==> config.mk <==
export PLATFORM = sky130hd
export DESIGN_NAME = nex_exec
export DESIGN_NICKNAME = d
export VERILOG_FILES = /design/src/shared/nex_pkg.sv /design/src/hw/nex_exec.sv
export SDC_FILE = /design/constraint.sdc
export NUM_CORES = 2
export LEC_CHECK = 0
export BUFFER_PORTS_ARGS = -buffer_cell sky130_fd_sc_hd__buf_2
export CAP_MARGIN = 15
export CORE_UTILIZATION = 38
export DETAILED_ROUTE_END_ITERATION = 12
export GPL_TIMING_DRIVEN = 0
export PLACE_DENSITY = 0.54
export SLEW_MARGIN = 10
export SYNTH_ARGS = -nofsm -noshare
export SYNTH_HDL_FRONTEND = slang
export SYNTH_SLANG_ARGS = --single-unit
==> constraint.sdc <==
create_clock -name clk_i -period 5.7 [get_ports clk_i]
set_input_delay 0.285 -clock clk_i [delete_from_list [all_inputs] [get_ports clk_i]]
set_output_delay 0.285 -clock clk_i [all_outputs]
set_load 0.01 [all_outputs]
==> src/shared/nex_pkg.sv <==
// Package for the negate, pop, no-operation and multiply execution block.
// Assumes a core that presents one instruction word per cycle and a
// Wishbone master for the control and status registers.
// Operation
// - Multiply W by file byte unsigned; 16-bit product to product pair; operands kept.
// - Negate replaces the file byte with its inverse plus one, same location.
// - Negate decodes from 0110 110a ffff ffff, one word, one cycle.
// - Negate updates negative, signed wrap, carry, half carry and zero flags.
// - Bank bit zero uses access bank; one uses bank select register bank.
// - Bank bit zero with extended set: file address up to 5Fh is indexed.
// - Pop discards top of return stack, no flags changed, code 0006h, one cycle.
// - After pop the top becomes the entry pushed before the discarded one.
package nex_pkg;
    // Wishbone register offsets (byte addresses)
    localparam logic [7:0] NEX_OFS_WREG   = 8'h00;
    localparam logic [7:0] NEX_OFS_BANK   = 8'h04;
    localparam logic [7:0] NEX_OFS_CTRL   = 8'h08;
    localparam logic [7:0] NEX_OFS_STATUS = 8'h0C;
    localparam logic [7:0] NEX_OFS_PROD   = 8'h10;
    localparam logic [7:0] NEX_OFS_TOP    = 8'h14;
    localparam logic [7:0] NEX_OFS_FSR2   = 8'h18;
    localparam logic [7:0] NEX_OFS_DEPTH  = 8'h1C;
    // Instruction patterns
    localparam logic [6:0]  NEX_NEGATE_TOP = 7'h36;  // 0110 110
    localparam logic [6:0]  NEX_MULT_TOP   = 7'h01;  // 0000 001
    localparam logic [15:0] NEX_POP_CODE   = 16'h0006;
    localparam logic [15:0] NEX_IDLE_CODE  = 16'h0000;
    localparam logic [3:0]  NEX_IDLE_ALT   = 4'hF;
    localparam logic [7:0]  NEX_IDX_LIMIT = 8'h5F;
    localparam logic [7:0]  NEX_ACC_SPLIT = 8'h60;   // Access bank low half limit
    localparam logic [3:0]  NEX_ACC_HIGH  = 4'hF;    // Upper access half bank
    // Status bit positions
    localparam int NEX_ST_C  = 0;
    localparam int NEX_ST_HC = 1;
    localparam int NEX_ST_Z  = 2;
    localparam int NEX_ST_SW = 3;
    localparam int NEX_ST_N  = 4;
    // Return stack
    localparam int NEX_STK_DEPTH = 31;
    localparam int NEX_STK_AW    = 5;
    // Reset values
    localparam logic [7:0] NEX_RST_BYTE = 8'h00;

    // Operation decoded from one instruction word
    typedef enum logic [2:0] {
        NEX_OP_NONE  = 3'b000,
        NEX_OP_NEGATE = 3'b001,
        NEX_OP_MULT   = 3'b010,
        NEX_OP_IDLE   = 3'b011,
        NEX_OP_POP   = 3'b100
    } nex_op_type;

    // Data memory access request
    typedef struct packed {
        logic        we;
        logic [11:0] addr;
        logic [7:0]  wdata;
    } nex_mem_req_type;
endpackage

==> src/hw/nex_exec.sv <==
// Execution block for negate-file, multiply-W-with-file, no-operation and pop.
// Assumes the data memory answers a read combinationally in the same cycle
// and that instructions arrive with a valid strobe from the decoder.
//
// The Wishbone register port and the address map were left to the implementer.
`timescale 1ns/1ps
`default_nettype none
module nex_exec (
    // Clock and reset
    input  wire logic                     clk_i,
    input  wire logic                     rst_i,
    // Instruction from decoder
    input  wire logic                     instr_valid_i,
    input  wire logic [15:0]              instr_i,
    // Data memory
    output logic                          mem_we_o,
    output logic [11:0]                   mem_addr_o,
    output logic [7:0]                    mem_wdata_o,
    input  wire logic [7:0]               mem_rdata_i,
    // Return stack push from the core
    input  wire logic                     push_i,
    input  wire logic [20:0]              push_data_i,
    output logic [20:0]                   return_stack_top_o,
    // Completion
    output logic                          done_o,
    // Wishbone slave
    input  wire logic                     wb_cyc_i,
    input  wire logic                     wb_stb_i,
    input  wire logic                     wb_we_i,
    input  wire logic [7:0]               wb_adr_i,
    input  wire logic [3:0]               wb_sel_i,
    input  wire logic [31:0]              wb_dat_i,
    output logic [31:0]                   wb_dat_o,
    output logic                          wb_ack_o
);
    import nex_pkg::*;

    // Bank and indexed address forming
    function automatic logic [11:0] nex_faddr(input logic a, input logic [7:0] f,
                                              input logic [3:0] bank, input logic ext,
                                              input logic [11:0] fsr2);
        logic [11:0] r;
        r = {bank, f};
        if (!a) begin
            if (ext && f <= NEX_IDX_LIMIT) begin
                r = fsr2 + {4'h0, f};
            end else if (f < NEX_ACC_SPLIT) begin
                r = {4'h0, f};
            end else begin
                r = {NEX_ACC_HIGH, f};
            end
        end
        return r;
    endfunction

    nex_op_type op;
    logic [7:0] w_q, w_d, bank_q, bank_d, st_q, st_d, pl_q, pl_d, ph_q, ph_d;
    logic [11:0] fsr2_q, fsr2_d;
    logic ext_q, ext_d;
    logic [20:0] stk_q [NEX_STK_DEPTH];
    logic [20:0] stk_d [NEX_STK_DEPTH];
    logic [NEX_STK_AW-1:0] sp_q, sp_d;
    nex_mem_req_type req_q, req_d;
    logic done_q, done_d, ack_q, ack_d;
    logic [31:0] rd_q, rd_d;
    logic [8:0] neg9;
    logic [15:0] prod;
    logic wb_hit;

    // Decode the instruction word
    always_comb begin
        op = NEX_OP_NONE;
        if (instr_valid_i) begin
            if (instr_i[15:9] == NEX_NEGATE_TOP) op = NEX_OP_NEGATE;
            else if (instr_i[15:9] == NEX_MULT_TOP) op = NEX_OP_MULT;
            else if (instr_i == NEX_POP_CODE) op = NEX_OP_POP;
            else if (instr_i == NEX_IDLE_CODE || instr_i[15:12] == NEX_IDLE_ALT) op = NEX_OP_IDLE;
        end
    end

    assign neg9   = {1'b0, ~mem_rdata_i} + 9'h001;
    assign prod   = {8'h00, w_q} * {8'h00, mem_rdata_i};
    assign wb_hit = wb_cyc_i && wb_stb_i && !ack_q;

    // Next state of the whole block; software writes lose to instruction effects
    always_comb begin
        w_d = w_q; bank_d = bank_q; st_d = st_q; pl_d = pl_q; ph_d = ph_q;
        fsr2_d = fsr2_q; ext_d = ext_q; sp_d = sp_q; stk_d = stk_q;
        req_d = '0; done_d = 1'b0; ack_d = wb_hit; rd_d = rd_q;
        // Memory address driven combinationally for same-cycle read data
        req_d.addr = nex_faddr(instr_i[8], instr_i[7:0], bank_q[3:0], ext_q, fsr2_q);
        // Writes land on the edge at which the master sees ack high, not before
        if (wb_cyc_i && wb_stb_i && ack_q && wb_we_i && wb_sel_i[0]) begin
            case (wb_adr_i)
                NEX_OFS_WREG:   w_d = wb_dat_i[7:0];
                NEX_OFS_BANK:   bank_d = wb_dat_i[7:0];
                NEX_OFS_CTRL:   ext_d = wb_dat_i[0];
                NEX_OFS_STATUS: st_d = wb_dat_i[7:0];
                NEX_OFS_FSR2:   fsr2_d = {wb_dat_i[11:8] & {4{wb_sel_i[1]}}, wb_dat_i[7:0]};
                default: ;
            endcase
        end
        if (wb_hit && !wb_we_i) begin
            case (wb_adr_i)
                NEX_OFS_WREG:   rd_d = {24'h0, w_q};
                NEX_OFS_BANK:   rd_d = {24'h0, bank_q};
                NEX_OFS_CTRL:   rd_d = {31'h0, ext_q};
                NEX_OFS_STATUS: rd_d = {24'h0, st_q};
                NEX_OFS_PROD:   rd_d = {16'h0, ph_q, pl_q};
                NEX_OFS_TOP:    rd_d = {11'h0, stk_q[0]};
                NEX_OFS_FSR2:   rd_d = {20'h0, fsr2_q};
                NEX_OFS_DEPTH:  rd_d = {27'h0, sp_q};
                default:        rd_d = 32'h0;
            endcase
        end
        // Push from the core shifts the stack down
        if (push_i) begin
            for (int i = NEX_STK_DEPTH - 1; i > 0; i--) stk_d[i] = stk_q[i-1];
            stk_d[0] = push_data_i;
            if (sp_q != 5'(NEX_STK_DEPTH)) sp_d = sp_q + 5'h01;
        end
        case (op)
            NEX_OP_NEGATE: begin
                req_d.we    = 1'b1;
                req_d.wdata = neg9[7:0];
                st_d[NEX_ST_N]  = neg9[7];
                st_d[NEX_ST_Z]  = (neg9[7:0] == 8'h00);
                st_d[NEX_ST_C]  = neg9[8];
                st_d[NEX_ST_HC] = ({1'b0, ~mem_rdata_i[3:0]} + 5'h01) > 5'h0F;
                st_d[NEX_ST_SW] = (mem_rdata_i == 8'h80);
                done_d = 1'b1;
            end
            NEX_OP_MULT: begin
                ph_d = prod[15:8];
                pl_d = prod[7:0];
                done_d = 1'b1;
            end
            NEX_OP_POP: begin
                for (int i = 0; i < NEX_STK_DEPTH - 1; i++) stk_d[i] = stk_q[i+1];
                stk_d[NEX_STK_DEPTH-1] = '0;
                if (sp_q != 5'h00) sp_d = sp_q - 5'h01;
                done_d = 1'b1;
            end
            NEX_OP_IDLE: done_d = 1'b1;
            default: ;
        endcase
    end

    // Register every state group
    always_ff @(posedge clk_i) begin
        if (rst_i) begin
            w_q <= NEX_RST_BYTE; bank_q <= NEX_RST_BYTE; st_q <= NEX_RST_BYTE;
            pl_q <= NEX_RST_BYTE; ph_q <= NEX_RST_BYTE; fsr2_q <= 12'h000;
            ext_q <= 1'b0; sp_q <= '0; req_q <= '0; done_q <= 1'b0;
            ack_q <= 1'b0; rd_q <= 32'h0;
            for (int i = 0; i < NEX_STK_DEPTH; i++) stk_q[i] <= 21'h0;
        end else begin
            w_q <= w_d; bank_q <= bank_d; st_q <= st_d; pl_q <= pl_d; ph_q <= ph_d;
            fsr2_q <= fsr2_d; ext_q <= ext_d; sp_q <= sp_d; req_q <= req_d;
            done_q <= done_d; ack_q <= ack_d; rd_q <= rd_d;
            stk_q <= stk_d;
        end
    end

    // Read address must be seen by memory in the decode cycle; write is registered
    assign mem_addr_o  = req_q.we ? req_q.addr : req_d.addr;
    assign mem_we_o    = req_q.we;
    assign mem_wdata_o = req_q.wdata;
    assign return_stack_top_o = stk_q[0];
    assign done_o   = done_q;
    assign wb_ack_o = ack_q;
    assign wb_dat_o = rd_q;
endmodule
`default_nettype wire

# Word-level counts from Yosys, hierarchy flattened
# Cells that the tools add are included.
[op_classes]
addsub = 5
mul = 1
n_lt_le_gt_ge = 3
eq_ne = 17
muxes = 21
bitwise_logic = 4
reduce_logical = 26
[ops]
columns = ["cell", "n"]
rows = [
  ["two-way mux 651 bit", 2],
  ["one-hot mux 21 bit (8 select lines)", 1],
  ["two-way mux 12 bit", 4],
  ["two-way mux 5 bit", 7],
  ["== test 8 x 5 -> 1 bit, second input constant", 4],
  ["== test 16 x 3 -> 1 bit, second input constant", 1],
  ["== test 8 x 4 -> 1 bit, second input constant", 2],
  ["logical NOT 16 bit", 1],
  ["logical NOT 8 bit", 2],
  ["multiplier 8 x 8 -> 16 bit", 1],
  ["adder 12 x 8 -> 12 bit", 1],
  ["two-way mux 3 bit", 4],
  ["AND reduction 2 bit", 6],
  ["adder 8 x 1 -> 9 bit, second input constant", 1],
  ["== test 8 x 3 -> 1 bit, second input constant", 1],
  ["== test 8 bit, second input constant", 1],
  ["<= comparator 8 x 7 -> 1 bit, second input constant", 1],
  ["< comparator 8 x 7 -> 1 bit, second input constant", 1],
  ["NOT 8 bit", 1],
  ["== test 7 x 1 -> 1 bit, second input constant", 1],
  ["== test 7 x 6 -> 1 bit, second input constant", 1],
  ["logical AND 1 bit", 7],
  ["== test 3 x 2 -> 1 bit, second input constant", 2],
  ["nonzero test 2 bit", 3],
  ["other kinds (18)", 21],
]
[totals]
regBits = 764
inputBits = 96
word_cells = 123

# Logic depth before layout (Yosys ltp)
[logic_depth]
ltp_word = 10
depth_mapped = 17
mapped_depth_nobuf = 16

# Worst setup path before layout
# No wires, ideal clock.
[synth_path]
kind = "input to register"
start = "input port mem_rdata_i[3]"
end = "register ph_q[7]"
arrival_ns = 4.175
required_time_ns = 5.614
slack_ns = 1.440
path_stages = 15
path_buffers = 1
cell_sequence = "clkbuf_1 > and2_1 > fa_1 > fa_1 > fa_1 > inv_1 > fa_1 > inv_1 > ha_1 > a21o_1 > a221o_1 > a41oi_1 > o21ai_0 > xnor2_1 > a211oi_1"
[synth_via]
elab_chain_len = 1
[synth_rtl]
columns = ["element", "line", "rtl"]
rows = [
  ["start: declaration", "nex_exec.sv:19", "input wire logic [7:0] mem_rdata_i,"],
  ["multiplier 8 x 8 -> 16 bit", "nex_exec.sv:82", "assign prod = {8'h00, w_q} * {8'h00, mem_rdata_i};"],
  ["end signal: assignment", "nex_exec.sv:158", "w_q <= w_d; bank_q <= bank_d; st_q <= st_d; pl_q <= pl_d; ph_q <= ph_d;"],
  ["end: declaration", "nex_exec.sv:57", "logic [7:0] w_q, w_d, bank_q, bank_d, st_q, st_d, pl_q, pl_d, ph_q, ph_d;"],
]
# Every way passes these cells.
# A chain may end at the register's enable or synchronous reset.

# Final worst setup path
[layout_path]
start = "register w_q[5]"
end = "register ph_q[7]"
[layout_via]
elab_chain_len = 1
[layout_rtl]
columns = ["element", "line"]
rows = [
  ["start: declaration", "nex_exec.sv:57"],
  ["start signal: assignment", "nex_exec.sv:158"],
  ["multiplier 8 x 8 -> 16 bit", "nex_exec.sv:82"],
]
# Every way passes these cells.

==> impl_metrics.py <==
metrics = {
    "sta": {
        "finalSetupViolations": 0,
        "setup_slack_ns": 0.689,
        "slew_headroom": 0.243,
        "period_share": 0.879,
        "hold_viol_final": 0,
        "setup_tns_ns": 0,
        "max_freq_ghz": 0.200,
        "hold_ws_ns": 0.0315,
        "skew_ns": 0.0212,
        "maxSlewViolCount": 0,
        "grt_setup_unrepaired": "no",
        "worst_pin_slew_ns": 1.14,
        "post-route-min-period_ns": 5.01,
    },
    "flow_run": {
        "maxCapViolCount": 0,
    },
    "clock_network": {
        "cts.sinks": 753,
        "clkTransAtPathRegs_ns": 0.06,
        "cts_buffers": 88,
        "htree_levels": 3,
        "clkLatencyLatePin_ns": 0.65,
        "clk_path_buf_depth": 3,
        "cts_tree": "yes",
        "post_cts_buffers": 0,
        "cts-root-buf": "clkbuf_16",
    },
    "critical_path": {
        "startpoint_type": "flip-flop",
        "ff2ff_path_depth": 15,
        "crit_arrival_ns": 5.51,
        "cp_max_fo": 10,
        "rrSetupSlack_ns": 0.69,
        "endpoint_kind": "flip-flop",
        "required_ns": 6.20,
        "crit_type": "reg -> reg",
    },
    "route": {
        "first_iter_violations": 1305,
        "ant_nets": 0,
        "num_vias": 27000,
        "wire_per_inst_um": 17.5,
        "viasPerCell": 5.02,
        "first_pass_iters": 5,
        "drc": 0,
        "drt-total-wl_mm": 94.0,
    },
    "pwr": {
        "p_switching_w": 0.00267,
        "swShare": 0.232,
        "power_w": 0.0115,
        "total_leakage_power_nw": 18.0,
        "p_per_area_nw_per_um2": 277,
        "p_int_w": 0.00883,
        "combPwrFrac": 0.050,
        "clock_power_share": 0.487,
        "ir_drop_mv": 0.228,
        "sequentialPowerShare": 0.463,
    },
    "logic_synthesis": {
        "synthArstFlopShare": 0,
        "yosysWarningCount": 0,
        "syn_area_um2": 36000,
        "ys_seq_elements": 753,
        "syn_inst": 3784,
        "synth-edff-count": 0,
        "synth_cell_types": 58,
        "synth_ff_type": "dfxtp_1",
        "avgSynthCellArea_um2": 9.50,
        "ys_seq_area_frac": 0.419,
    },
    "placed_design": {
        "dp_hpwl_mm": 72.1,
        "place.gp.congestion": 0.880,
        "post-place-ws_ns": 0.691,
        "io_buffers": 136,
    },
    "final_layout": {
        "multi_input_area_um2": 18700,
        "layout.area.seq_um2": 15100,
        "drive_gt1_frac": 0.111,
        "area_delta_synth_final_pct": 15.2,
        "n_fill_cell": 9334,
        "nets": 4231,
    },
    "grt": {
        "use_met1": 0.265,
        "grt_overflow": 0,
        "met3_usage": 0.0304,
        "antenna_found_initial": 0,
        "grt-busiest-layer": "met2",
        "first_global_vias": 27300,
        "grt_pass1_wl_mm": 152,
        "grt_start_max_net_pins": 13,
        "gr-usage-met2": 0.325,
        "grt_use_total": 0.197,
    },
    "hold_path": {
        "hold_class": "in -> reg",
        "hold_depth": 3,
    },
    "die": {
        "fp.dieH_um": 310,
        "core_um2": 93500,
        "start_util": 0.385,
        "pin_count": 172,
        "die_area_um2": 95900,
        "dieWidth_um": 310,
        "rows": 112,
    },
    "status": {
        "status": "complete, no violations",
    },
}
## Yosys cell counts, types with 21 or more instances
library cell    n  area share
buf_4          40      0.0084
buf_6          56       0.018
fa_1           37       0.021
buf_2          21      0.0029
clkbuf_1      255       0.027
and2_1         51      0.0089
a21oi_1        59      0.0082
nor2_1        727       0.076
nand2_1       102       0.011
a22oi_1        25      0.0052
ha_1           48       0.017
dfxtp_1       753        0.42
a211oi_1      597        0.12
a211oi_2       40       0.014
inv_1          71      0.0074
o21ai_0        28      0.0039
mux2i_1       677        0.19
## flip-flops by register name, summed over array words and instances, names as in the netlist
signal / flops
fsr2_q: 12
return_stack_top_o: 21
pl_q: 8
stk_q: 630
ext_q: 1
st_q: 8
mem_wdata_o: 8
ph_q: 8
req_q: 12
wb_dat_o: 21
bank_q: 8
wb_ack_o: 1
done_o: 1
mem_we_o: 1
w_q: 8
sp_q: 5
## metal layers
| layer | vias to the layer above | wire [µm] | share of wire |
|---|---|---|---|
| met5 | - | 0 | 0 |
| met4 | 0 | 2120 | 0.023 |
| met3 | 130 | 3580 | 0.038 |
| met2 | 429 | 43000 | 0.46 |
| met1 | 12400 | 45200 | 0.48 |
| li1 | 14100 | - | - |
## cells by family after synthesis
group           count (synthesis)  share of synthesized area
mux                           695                      0.194
flops                         753                      0.419
compound gates                804                      0.169
fa+ha+maj                      85                     0.0373
other cells                     1                   0.000104
buf+inv                       448                     0.0634
xor+xnor                       22                    0.00536
simple gates                  976                      0.112
## power by group through the flow
stage / logic [W] / clock network [W] / registers [W]
3_3_place_gp: 0.000560 / 0 / 0.00544
5_1_grt: 0.000617 / 0.00594 / 0.00532
6_report: 0.000573 / 0.00560 / 0.00532
4_1_cts: 0.000576 / 0.00573 / 0.00532
2_1_floorplan: 0.000392 / 0 / 0.00542
3_5_place_dp: 0.000562 / 0 / 0.00544
## final timing paths
path	startpoint	endpoint
max	w_q[5]	ph_q[7]
min	mem_rdata_i[2]	mem_wdata_o[2]
max reg2reg	w_q[5]	ph_q[7]
min reg2reg	ph_q[4]	ph_q[4]
## layout by cell type (no fill, tap or decap), types with 6 or more instances in the layout
master / count
a211oi_1: 597
buf_4: 41
ha_1: 48
buf_2: 157
xor2_1: 10
o21ai_0: 28
clkinv_2: 17
nor4_1: 6
clkbuf_8: 17
nor2_1: 727
dlygate4sd3_1: 28
xnor2_1: 12
conb_1: 11
a21oi_1: 59
or3_1: 7
a22oi_1: 25
a21o_1: 6
and2_1: 51
clkbuf_1: 279
nor3_1: 14
mux2_2: 18
nand2_1: 102
a221oi_1: 9
nand2b_1: 13
fa_1: 37
nor2b_1: 13
nand3_1: 17
clkbuf_16: 90
inv_1: 71
dfxtp_1: 753
buf_6: 56
mux2i_1: 677
a211oi_2: 40
o31ai_1: 6
## final cells by class
type,instances,share of cell area
Antenna cell,3,0.000181
Clock inverter,28,0.00710
Clock buffer,131,0.0622
Buffer,377,0.0486
Inverter,71,0.00643
Timing Repair Buffer,166,0.0237
Tap cell,1254,0.0379
Multi-Input combinational cell,2593,0.450
Sequential cell,753,0.364
## critical path, stage by stage, from the launching register on
cell and delay (ns):
dfxtp_1 0.30, clkbuf_1 0.43, and2_1 0.23, fa_1 0.45, fa_1 0.55, fa_1 0.52
inv_1 0.06, fa_1 0.48, inv_1 0.05, ha_1 0.33, a21o_1 0.19, a221o_1 0.32
a41oi_1 0.35, o21ai_0 0.18, xnor2_1 0.30, a211oi_1 0.12
## what timing repair did
item | 4_1_cts | 5_1_grt
hold endpoints to repair | 38 | 0
hold buffers | 28 | 0
gates resized for setup | 0 | 0
## through the flow
stage / instances / cell area, µm² / utilization
after global placement: 5184 / 38200 / 0.409
after global routing: 5373 / 41400 / 0.443
after detailed placement: 5186 / 38300 / 0.410
after CTS: 5373 / 41400 / 0.443
after floorplan: 3794 / 36000 / -
final: 5376 / 41400 / 0.443
Note: power is estimated with default switching activity, not from simulation.
